## src/swr_pkg.sv

```systemverilog
// Constants for the selective-wake trim and clock recovery register bank.
// Assumes a 32-bit SPI frame: address/mode byte, two data bytes, CRC byte.
// Operation
// Bit 14 picks wake receiver: 0 low-power, 1 standard receiver.
// Receiver select changes only while trim enable equals 11.
// Temperature trim bits 11:7 writable only while trim enable equals 11.
// Oscillator trim bits 6:0 writable only while trim enable equals 11.
// Reserved bits always read zero in both control registers.
// Reset clears trim register; restart clears bits 15, 13, 12 only.
// Receiver select defaults to low-power receiver after reset.
// Software treats oscillator trim as non-monotonic and avoids changing it.
// Calibration register reads high byte 15:8 and low byte 7:0.
// Clock select bits 6:5 choose 75, 37.5, 18.75 or 9.375 MHz.
// Filter select bits 3:2 choose constant 8, 16 or 32.
// Filter value 11 adapts constant to falling-edge distance.
// Bit 0 enables clock-data recovery.
// Reset loads recovery control 0x0004; restart keeps only writable fields.
// Calibration register resets to zero; restart leaves it undefined.
// Each access is one four-byte frame: address+mode, two data, CRC.
// Protected trim writes without trim enable 11 are ignored.
package swr_pkg;
    localparam logic [6:0]  ADDR_TRIM      = 7'h3c;
    localparam logic [6:0]  ADDR_CAL       = 7'h3d;
    localparam logic [6:0]  ADDR_CDR       = 7'h3e;
    localparam logic [1:0]  TRIM_UNLOCK    = 2'h3;
    localparam int          RX_SEL_BIT     = 14;
    localparam logic [15:0] TRIM_WMASK     = 16'h4fff;
    localparam logic [15:0] TRIM_RST       = 16'h0000;
    localparam logic [15:0] CDR_WMASK      = 16'h006d;
    localparam logic [15:0] CDR_RST        = 16'h0004;
    localparam logic [15:0] CAL_RST        = 16'h0000;
    localparam int          CLK_SEL_LSB    = 5;
    localparam int          FILT_LSB       = 2;
    localparam int          EN_BIT         = 0;
    localparam logic [1:0]  FILT_ADAPT     = 2'h3;
    localparam logic [5:0]  TC_8           = 6'h08;
    localparam logic [5:0]  TC_16          = 6'h10;
    localparam logic [5:0]  TC_32          = 6'h20;
    localparam logic [3:0]  DIST_SHORT_MAX = 4'h3;
    localparam logic [3:0]  DIST_MID_MAX   = 4'h8;
    localparam int          FRAME_BITS     = 32;
    localparam int          MODE_BIT       = 7;
    localparam int          DATA_LSB       = 8;
endpackage

```

## src/swr_osc_recovery_cfg.sv

```systemverilog
// Top of the selective-wake oscillator trim and clock recovery registers.
// Assumes frame CRC was checked upstream; crc_ok_i gates writes.
`timescale 1ns/1ps
module swr_osc_recovery_cfg
    import swr_pkg::*;
(
    // Clock and reset
    input  wire logic        clk_i,
    input  wire logic        sys_rst_i,
    input  wire logic        restart_i,
    // SPI
    input  wire logic        spi_cs_n_i,
    input  wire logic        spi_sck_i,
    input  wire logic        spi_mosi_i,
    output logic             spi_miso_o,
    input  wire logic        crc_ok_i,
    // Trim enable and calibration source
    input  wire logic [1:0]  trim_enable_i,
    input  wire logic [15:0] cal_value_i,
    input  wire logic        cal_load_i,
    input  wire logic [3:0]  edge_dist_i,
    // Outputs to the wake logic
    output logic             wake_receiver_select_o,
    output logic      [4:0]  temp_coef_trim_o,
    output logic      [6:0]  oscillator_coarse_trim_o,
    output logic      [1:0]  recovery_clock_select_o,
    output logic      [1:0]  filter_time_constant_select_o,
    output logic             recovery_enable_o,
    output logic      [5:0]  time_const_o,
    output logic      [3:0]  clk_div_o
);
    logic [15:0] trim_reg;
    logic [15:0] cdr_reg;
    logic [15:0] cal_reg;
    logic [31:0] frame;
    logic        frame_done;
    logic        frame_start;
    logic [15:0] out_shift;
    logic        sck_q;

    wire  [6:0]  f_addr    = frame[31:25];
    wire         f_write   = frame[24];
    wire  [15:0] f_data    = frame[23:8];
    wire         wr_ok     = frame_done & f_write & crc_ok_i;
    wire         unlocked  = (trim_enable_i == TRIM_UNLOCK);
    // writes gated by trim enable
    wire         trim_we   = wr_ok & (f_addr == ADDR_TRIM) & unlocked;
    wire         cdr_we    = wr_ok & (f_addr == ADDR_CDR);
    wire  [15:0] next_trim = f_data & TRIM_WMASK;
    wire  [15:0] next_cdr  = f_data & CDR_WMASK;
    // After seven rises the address sits in the low bits of the shifter
    wire  [6:0]  rd_addr   = out_shift[6:0];
    // readback, reserved as zero, unmapped as zero
    wire  [15:0] rd_data   = (rd_addr == ADDR_TRIM) ? (trim_reg & TRIM_WMASK) :
                             (rd_addr == ADDR_CAL)  ? cal_reg :
                             (rd_addr == ADDR_CDR)  ? (cdr_reg & CDR_WMASK) : 16'h0;

    swr_frame_rx u_rx (
        .clk_i         (clk_i),
        .sys_rst_i     (sys_rst_i),
        .spi_cs_n_i    (spi_cs_n_i),
        .spi_sck_i     (spi_sck_i),
        .spi_mosi_i    (spi_mosi_i),
        .frame_o       (frame),
        .frame_done_o  (frame_done),
        .frame_start_o (frame_start)
    );

    swr_filter_sel u_filt (
        .filt_sel_i   (cdr_reg[FILT_LSB +: 2]),
        .clk_sel_i    (cdr_reg[CLK_SEL_LSB +: 2]),
        .edge_dist_i  (edge_dist_i),
        .time_const_o (time_const_o),
        .clk_div_o    (clk_div_o)
    );

    // trim register reset and restart
    always_ff @(posedge clk_i) begin
        if (sys_rst_i) begin
            trim_reg <= TRIM_RST;
        end else if (trim_we) begin
            trim_reg <= next_trim;
        end else if (restart_i) begin
            trim_reg <= trim_reg & TRIM_WMASK;
        end
    end

    // recovery control reset and restart
    always_ff @(posedge clk_i) begin
        if (sys_rst_i) begin
            cdr_reg <= CDR_RST;
        end else if (cdr_we) begin
            cdr_reg <= next_cdr;
        end else if (restart_i) begin
            cdr_reg <= cdr_reg & CDR_WMASK;
        end
    end

    // calibration word held from the trim source
    always_ff @(posedge clk_i) begin
        if (sys_rst_i) begin
            cal_reg <= CAL_RST;
        end else if (cal_load_i) begin
            cal_reg <= cal_value_i;
        end
    end

    // Read data: address byte is captured live, data shifted out after it.
    // Limitation: reply word is the register addressed in the current frame.
    logic [5:0] bitcnt;
    logic [15:0] tx;
    always_ff @(posedge clk_i) begin
        if (sys_rst_i) begin
            sck_q      <= 1'b0;
            bitcnt     <= 6'h0;
            out_shift  <= 16'h0;
            tx         <= 16'h0;
            spi_miso_o <= 1'b0;
        end else begin
            sck_q <= spi_sck_i;
            if (frame_start) begin
                bitcnt <= 6'h0;
            end else if (~spi_cs_n_i & spi_sck_i & ~sck_q) begin
                bitcnt    <= bitcnt + 6'h1;
                out_shift <= {out_shift[14:0], spi_mosi_i};
                if (bitcnt == 6'(DATA_LSB - 1)) begin
                    tx <= rd_data;
                end
            end else if (~spi_cs_n_i & ~spi_sck_i & sck_q & bitcnt >= 6'(DATA_LSB)) begin
                spi_miso_o <= tx[15];
                tx         <= {tx[14:0], 1'b0};
            end
        end
    end

    // field outputs
    assign wake_receiver_select_o        = trim_reg[RX_SEL_BIT];
    assign temp_coef_trim_o              = trim_reg[11:7];
    assign oscillator_coarse_trim_o      = trim_reg[6:0];
    assign recovery_clock_select_o       = cdr_reg[CLK_SEL_LSB +: 2];
    assign filter_time_constant_select_o = cdr_reg[FILT_LSB +: 2];
    assign recovery_enable_o             = cdr_reg[EN_BIT];

    a_trim_locked: assert property (@(posedge clk_i) disable iff (sys_rst_i)
        (wr_ok && f_addr == ADDR_TRIM && !unlocked && !restart_i) |=> $stable(trim_reg))
        else $error("trim changed while locked");
    a_trim_write: assert property (@(posedge clk_i) disable iff (sys_rst_i)
        trim_we |=> trim_reg == $past(next_trim))
        else $error("trim write lost");
    a_rx_default: assert property (@(posedge clk_i)
        sys_rst_i |=> !wake_receiver_select_o)
        else $error("receiver select not low-power after reset");
    a_cdr_reset: assert property (@(posedge clk_i)
        sys_rst_i |=> cdr_reg == 16'h0004)
        else $error("recovery control reset wrong");
    a_trim_resv: assert property (@(posedge clk_i) disable iff (sys_rst_i)
        (trim_reg & ~TRIM_WMASK) == 16'h0)
        else $error("trim reserved bit set");
    a_cdr_resv: assert property (@(posedge clk_i) disable iff (sys_rst_i)
        (cdr_reg & 16'hff92) == 16'h0)
        else $error("recovery reserved bit set");
    a_restart_keep: assert property (@(posedge clk_i) disable iff (sys_rst_i)
        (restart_i && !trim_we && !cdr_we) |=> $stable(trim_reg) && $stable(cdr_reg))
        else $error("restart altered fields");
    a_filter_adapt: assert property (@(posedge clk_i) disable iff (sys_rst_i)
        (cdr_reg[3:2] == FILT_ADAPT && edge_dist_i == 4'h9) |-> time_const_o == 6'h08)
        else $error("adaptive constant wrong");
    a_cal_reset: assert property (@(posedge clk_i)
        sys_rst_i |=> cal_reg == 16'h0000)
        else $error("calibration reset wrong");
    a_enable_out: assert property (@(posedge clk_i) disable iff (sys_rst_i)
        cdr_we |=> recovery_enable_o == $past(f_data[0]))
        else $error("enable not written");
    a_rx_sel_locked: assert property (@(posedge clk_i) disable iff (sys_rst_i)
        (wr_ok && f_addr == ADDR_TRIM && !unlocked) |=> $stable(wake_receiver_select_o))
        else $error("receiver select changed while locked");
    a_osc_locked: assert property (@(posedge clk_i) disable iff (sys_rst_i)
        (wr_ok && f_addr == ADDR_TRIM && !unlocked) |=> $stable(oscillator_coarse_trim_o))
        else $error("oscillator trim changed while locked");
    a_trim_reset: assert property (@(posedge clk_i)
        sys_rst_i |=> trim_reg == 16'h0000)
        else $error("trim reset wrong");
    a_cal_readonly: assert property (@(posedge clk_i) disable iff (sys_rst_i)
        (frame_done && f_write && f_addr == ADDR_CAL && !cal_load_i) |=> $stable(cal_reg))
        else $error("calibration written over the bus");
    a_clk_div_fast: assert property (@(posedge clk_i) disable iff (sys_rst_i)
        (recovery_clock_select_o == 2'h0) |-> (clk_div_o == 4'h1))
        else $error("fastest recovery clock divisor wrong");
    a_clk_div_slow: assert property (@(posedge clk_i) disable iff (sys_rst_i)
        (recovery_clock_select_o == 2'h3) |-> (clk_div_o == 4'h8))
        else $error("slowest recovery clock divisor wrong");
    a_filter_default: assert property (@(posedge clk_i) disable iff (sys_rst_i)
        (filter_time_constant_select_o == 2'h1) |-> (time_const_o == 6'h10))
        else $error("default filter constant wrong");
    a_filter_write: assert property (@(posedge clk_i) disable iff (sys_rst_i)
        cdr_we |=> filter_time_constant_select_o == $past(f_data[3:2]))
        else $error("filter select not written");
    a_adapt_short: assert property (@(posedge clk_i) disable iff (sys_rst_i)
        (filter_time_constant_select_o == FILT_ADAPT &&
         edge_dist_i >= 4'h2 && edge_dist_i <= 4'h3) |-> (time_const_o == 6'h20))
        else $error("adaptive constant for short distance wrong");
    a_bad_crc: assert property (@(posedge clk_i) disable iff (sys_rst_i)
        (frame_done && f_write && !crc_ok_i) |=> $stable(trim_reg) && $stable(cdr_reg))
        else $error("write taken despite bad check byte");
    a_miso_reset: assert property (@(posedge clk_i)
        sys_rst_i |=> !spi_miso_o)
        else $error("read data line not low after reset");
endmodule

```

## src/swr_filter_sel.sv

```systemverilog
// Recovery filter time constant and clock divisor decode.
// Assumes edge distance comes from the recovery logic, in bits.
`timescale 1ns/1ps
module swr_filter_sel
    import swr_pkg::*;
(
    // Settings
    input  wire logic [1:0] filt_sel_i,
    input  wire logic [1:0] clk_sel_i,
    input  wire logic [3:0] edge_dist_i,
    // Decoded
    output logic      [5:0] time_const_o,
    output logic      [3:0] clk_div_o
);
    logic [5:0] adapt_tc;

    // adaptive constant
    assign adapt_tc = (edge_dist_i <= DIST_SHORT_MAX) ? TC_32 :
                      (edge_dist_i <= DIST_MID_MAX)   ? TC_16 : TC_8;
    // fixed constants
    assign time_const_o = (filt_sel_i == 2'h0) ? TC_8  :
                          (filt_sel_i == 2'h1) ? TC_16 :
                          (filt_sel_i == 2'h2) ? TC_32 : adapt_tc;
    // divide 75 MHz source by 1, 2, 4 or 8
    assign clk_div_o = 4'h1 << clk_sel_i;
endmodule

```

## src/swr_frame_rx.sv

```systemverilog
// SPI frame shifter: collects 32 bits, MSB first, and flags frame end.
// Assumes sck and cs are already synchronous to clk_i.
`timescale 1ns/1ps
module swr_frame_rx
    import swr_pkg::*;
(
    // Clock and reset
    input  wire logic        clk_i,
    input  wire logic        sys_rst_i,
    // SPI
    input  wire logic        spi_cs_n_i,
    input  wire logic        spi_sck_i,
    input  wire logic        spi_mosi_i,
    // Frame
    output logic      [31:0] frame_o,
    output logic             frame_done_o,
    output logic             frame_start_o
);
    logic [31:0] shift;
    logic [5:0]  count;
    logic        sck_q;
    logic        cs_q;
    wire         rise   = spi_sck_i & ~sck_q & ~spi_cs_n_i;
    wire         cs_end = spi_cs_n_i & ~cs_q;

    assign frame_start_o = ~spi_cs_n_i & cs_q;

    always_ff @(posedge clk_i) begin
        if (sys_rst_i) begin
            shift        <= 32'h0;
            count        <= 6'h0;
            sck_q        <= 1'b0;
            cs_q         <= 1'b1;
            frame_o      <= 32'h0;
            frame_done_o <= 1'b0;
        end else begin
            sck_q        <= spi_sck_i;
            cs_q         <= spi_cs_n_i;
            // only a whole 32-bit frame counts
            frame_done_o <= cs_end && (count == 6'(FRAME_BITS));
            if (cs_end) begin
                frame_o <= shift;
            end
            // Count runs past 32 so an overlong frame never reads as whole
            if (frame_start_o) begin
                count <= 6'h0;
            end else if (rise && count != 6'h3f) begin
                shift <= {shift[30:0], spi_mosi_i};
                count <= count + 6'h1;
            end
        end
    end
endmodule

```

## config.mk

```make
export PLATFORM = sky130hd
export DESIGN_NAME = swr_osc_recovery_cfg
export DESIGN_NICKNAME = d
export VERILOG_FILES = /design/src/swr_pkg.sv /design/src/swr_osc_recovery_cfg.sv /design/src/swr_filter_sel.sv /design/src/swr_frame_rx.sv
export SDC_FILE = /design/constraint.sdc
export NUM_CORES = 1
export LEC_CHECK = 0
export CORE_MARGIN = 4
export CORE_UTILIZATION = 40
export DETAILED_ROUTE_END_ITERATION = 8
export DONT_BUFFER_PORTS = 1
export MAX_ROUTING_LAYER = met4
export PLACE_DENSITY = 0.67
export SLEW_MARGIN = 0
export SYNTH_ARGS = -nofsm -noshare
export SYNTH_HDL_FRONTEND = slang
export SYNTH_HIERARCHICAL = 1
export SYNTH_SLANG_ARGS = --single-unit
```

## constraint.sdc

```tcl
create_clock -name clk_i -period 1.5 [get_ports clk_i]
set_input_delay 0 -clock clk_i [delete_from_list [all_inputs] [get_ports clk_i]]
set_output_delay 0 -clock clk_i [all_outputs]
set_load 0.05 [all_outputs]
```

==> results of run 1 <==
[cell type report]
cell class                      count  area share (%)
Clock buffer                       22           6.403
Timing Repair Buffer              122           15.90
Multi-Input combinational cell    395           37.74
Tap cell                          176           2.912
Clock inverter                     10           2.085
Sequential cell                   127           33.82
Inverter                           23           1.142
[stage by stage]
step	total power (uW)	area, sq um
floorplan	3737	5550
CTS	8183	7283
global placement	3734	6028
global route	8372	7562
detailed placement	3740	6028
finish	8155	7562
[repair_timing]
item,CTS,global route
cloned,0,4
pin swaps,1,13
buffers inserted,2,5
endpoints found under the hold margin,127,76
gates resized for setup,14,35
endpoints found under the setup margin,58,75
[critical path: stages (launching register included)]
cell      delay [ps]
dfxtp_2          320
buf_6            110
nor3b_4          250
nand4_4          140
or2_4            300
buf_12           160
a221oi_2         220
[routing by layer]
metal  track usage [%]  share of wire (%)
met3             4.733                3.8
met4             8.418                2.9
met2             29.48                 52
met5                 -                  0
met1             19.42                 42
[where the power goes]
group / internal, uW / switching [uW]
registers: 3410 / 19.4
clock network: 2950 / 1460
logic: 166 / 152
total: 6520 / 1630
[final timing paths]
| kind | startpoint | end | slack [ps] | cells past startpoint |
|---|---|---|---|---|
| worst min-delay path | sys_rst_i | u_rx/frame_o[8] | -310 | 1 |
| worst max register to register | sck_q | tx[13] | -100 | 6 |
| worst min register to register | u_rx/shift[9] | u_rx/frame_o[9] | 450 | 2 |
| worst max-delay path | sck_q | tx[13] | -100 | 6 |
==> impl_metrics.tcl, run 1 <==
set metrics [dict create \
    hold_viol 76 \
    syn_area_per_cell_sq_um 9.350 \
    start_util_pct 41.19 \
    grtUsageTotal_pct 17.58 \
    stdcell_count 875 \
    grt_max_degree 124 \
    root_buffer "clkbuf_16" \
    min_period_over_period_pct 106.4 \
    rsz0062_at_grt "yes" \
    drt_iter0_markers 449 \
    wl_per_cell_microns 16.09 \
    fin_util_pct 56.66 \
    core_sq_um 13350 \
    n_fill_cell 1118 \
    synthesis.area_sq_um 5498 \
    post-place-ws_ps -96.34 \
    cp_max_fo 10 \
    reg_top3 "u_rx/shift (32), u_rx/frame_o (21)" \
    violations "negative hold slack, negative setup slack" \
    clock_sinks 127 \
    period_minus_slack_ps 1596 \
    clk-insertion-delay-late_ps 410 \
    fmax_mhz 626.7 \
    multi_input_area_sq_um 2854 \
    drt_pass1_iterations 5 \
    p_per_area_nw_per_um2 1078 \
    die_h_microns 125.2 \
    drt-total-wl_microns 14080 \
    cts_tree "done" \
    worst_pin_slew_ps 559.6 \
    hold_ws_ps -314.6 \
    dr_total_vias 4598 \
    grt-ovfl-total 0 \
    max-vdd-ir-drop_uv 853.5 \
    regMostFlops "u_rx/shift" \
    critPathLaunchType "register" \
    tns_ps -1237 \
    largest_register_ffs 32 \
    drive_above_1_share_pct 23.03 \
    crit_type "reg -> reg" \
    vias_per_cell 5.255 \
    drv_cap 0 \
    cts_max_path_buffers 2 \
    clkTransAtPathRegs_ps 50 \
    hold_path_class "in -> reg" \
    status "finished with violations" \
    detail-route-antenna-nets 0 \
    seq_area_sq_um 2557 \
    die_x_microns 125.2 \
    grt_first_pass_wirelength_microns 21970 \
    io_buffers 0 \
    placementRows 42 \
    fin_nets 720 \
    postCtsHoldBufs 53 \
    finalSetupViolations 37 \
    arrival_ps 1910 \
    hpwl_microns 8286 \
    antennaDiodeCount 0 \
    drv_slew 0 \
    crit_required_ps 1820 \
    most-common-layout-cells "117 x dfxtp_1, 69 x mux2i_1, 64 x nand2_1, 62 x nor2_1, 53 x dlygate4sd3_1" \
    cts-buffers-inserted 17 \
    synthCells 588 \
    dp_cells 779 \
    antenna_found_initial 0 \
    setup_ws_ps -95.64 \
    yosysWarnings 6 \
    drc 0 \
    final_common_cell "dfxtp_1" \
    cts_max_level 4 \
    first_global_vias 4613 \
    area_growth_pct 37.55 \
    p_leak_uw 0.002658 \
    gp_congestion 0.8291 \
    die_area_sq_um 15680 \
    slew_headroom_pct 62.61 \
    cp-end-kind "register" \
    skew_ps 5.917 \
    boundaryPins 59 \
]
Power figures use the tool's default switching activity.
==> run 2, diff against run 1 <==
Settings changed: HOLD_SLACK_MARGIN set to 0.15.
==> run 2 against run 1 <==
- the run still ends with negative hold slack, negative setup slack left
- non-clock buffer count is the same
- critical path depth is the same
- final cell count is the same
- critical path type unchanged
- largest cell class unchanged
- highest routed layer unchanged
==> impl_metrics.tcl, run 2 (synthesis gave the netlist of run 1 again) <==
set metrics [dict create \
    core_sq_um 13350 \
    stdcell_count 875 \
    p_leak_uw 0.002658 \
    drv_cap 0 \
    drt_iter0_markers 444 \
    area_growth_pct 37.55 \
    crit_required_ps 1820 \
    critPathLaunchType "register" \
    fmax_mhz 626.0 \
    slew_headroom_pct 62.61 \
    placed_area_sq_um 6028 \
    arrival_ps 1920 \
    period_minus_slack_ps 1597 \
    die_h_microns 125.2 \
    hold_path_class "in -> reg" \
    cts_max_level 4 \
    final_cell_area_sq_um 7562 \
    grt_max_degree 124 \
    most-common-layout-cells "117 x dfxtp_1, 69 x mux2i_1, 64 x nand2_1, 62 x nor2_1, 53 x dlygate4sd3_1" \
    largest_register_ffs 32 \
    antenna_found_initial 0 \
    grtUsageTotal_pct 17.58 \
    grt_first_pass_wirelength_microns 21970 \
    first_global_vias 4613 \
    min_period_over_period_pct 106.5 \
    rsz0062_at_grt "yes" \
    clock_sinks 127 \
    dr_total_vias 4598 \
    max-vdd-ir-drop_uv 858.1 \
    r2r-start "sck_q" \
    crit_type "reg -> reg" \
    critical_path.endpoint "tx[13]" \
    reg2reg_depth 6 \
    drv_slew 0 \
    drt_pass1_iterations 5 \
    drive_above_1_share_pct 23.03 \
    hold_viol 76 \
    root_buffer "clkbuf_16" \
    multi_input_area_sq_um 2854 \
    finalSetupViolations 37 \
    dp_cells 779 \
    postCtsHoldBufs 53 \
    placementRows 42 \
    grt-ovfl-total 0 \
    reg2reg_to "tx[13]" \
    skew_ps 6.440 \
    hpwl_microns 8286 \
    reg_top3 "u_rx/shift (32), u_rx/frame_o (21)" \
    fin_util_pct 56.66 \
    r2r_slack_ps -100 \
    post-place-ws_ps -96.34 \
    cp_max_fo 10 \
    p_per_area_nw_per_um2 1079 \
    crit_path_start "sck_q" \
    start_util_pct 41.19 \
    antennaDiodeCount 0 \
    die_area_sq_um 15680 \
    vias_per_cell 5.255 \
    io_buffers 0 \
    seq_area_sq_um 2557 \
    boundaryPins 59 \
    n_fill_cell 1118 \
    clk-insertion-delay-late_ps 420 \
    worst_pin_slew_ps 559.6 \
    detail-route-antenna-nets 0 \
    final_common_cell "dfxtp_1" \
    drc 0 \
    violations "negative hold slack, negative setup slack" \
    cp-end-kind "register" \
    clkTransAtPathRegs_ps 50 \
    fin_nets 720 \
    die_x_microns 125.2 \
    cts_max_path_buffers 2 \
    cts_tree "done" \
    hp-start "sys_rst_i" \
    regMostFlops "u_rx/shift" \
    cts-buffers-inserted 17 \
    status "finished with violations" \
    drt-total-wl_microns 14090 \
    gp_congestion 0.8291 \
    hold_ws_ps -315.6 \
    wl_per_cell_microns 16.11 \
    setup_ws_ps -97.33 \
]
==> run 2: cell counts in the layout (fill, tap and decap cells not counted) <==
No cell type changed its count.
==> run 2: metal layers <==
layer | vias to the layer above | wire [microns] | track usage (%) | share of wire (%)
met3 | 35 | 545 | 4.733 | 3.9
li1 | 2215 | - | - | -
met1 | 2239 | 5860 | 19.42 | 42
met2 | 109 | 7257 | 29.48 | 51
met5 | - | 0 | - | 0
met4 | 0 | 429 | 8.418 | 3.0
==> run 2: worst min path at each step <==
stage,endpoint,cells after the start
final,u_rx/frame_o[8],1
after global routing,cdr_reg[3],1
after CTS,cdr_reg[3],1
after detailed placement,cdr_reg[3],1
after global placement,cdr_reg[3],1
after floorplan,u_rx/cs_q,1
==> run 2: stage by stage <==
step | power (uW) | TNS (ps)
floorplan | 3737 | -988.7
global placement | 3734 | -471.0
detailed placement | 3740 | -1627
CTS | 8183 | -1991
global route | 8372 | -4838
finish | 8161 | -1268
==> run 2: report_power, final <==
group,leakage (uW),switching [uW],internal (uW)
Clock,0.000308,1470,2950
Combinational,0.00132,152,166
Sequential,0.00103,19.4,3410
==> run 2: worst max-delay path, cell delays in order (launching register included) <==
cell	delay, ps
dfxtp_2	320
buf_6	110
nor3b_4	250
nand4_4	140
or2_4	300
buf_12	160
a221oi_2	220
==> run 2: what timing repair did <==
action,in CTS,in global routing
gates cloned,0,4
pin swaps,1,13
resized for setup,14,35
hold endpoints to repair,127,76
buffers inserted,2,5
setup endpoints to repair,58,75
==> run 2: area by class of cell <==
class                           count  share of cell area [%]
Inverter                           23                   1.142
Clock buffer                       22                   6.403
Clock inverter                     10                   2.085
Multi-Input combinational cell    395                   37.74
Sequential cell                   127                   33.82
Timing Repair Buffer              122                   15.90
Tap cell                          176                   2.912
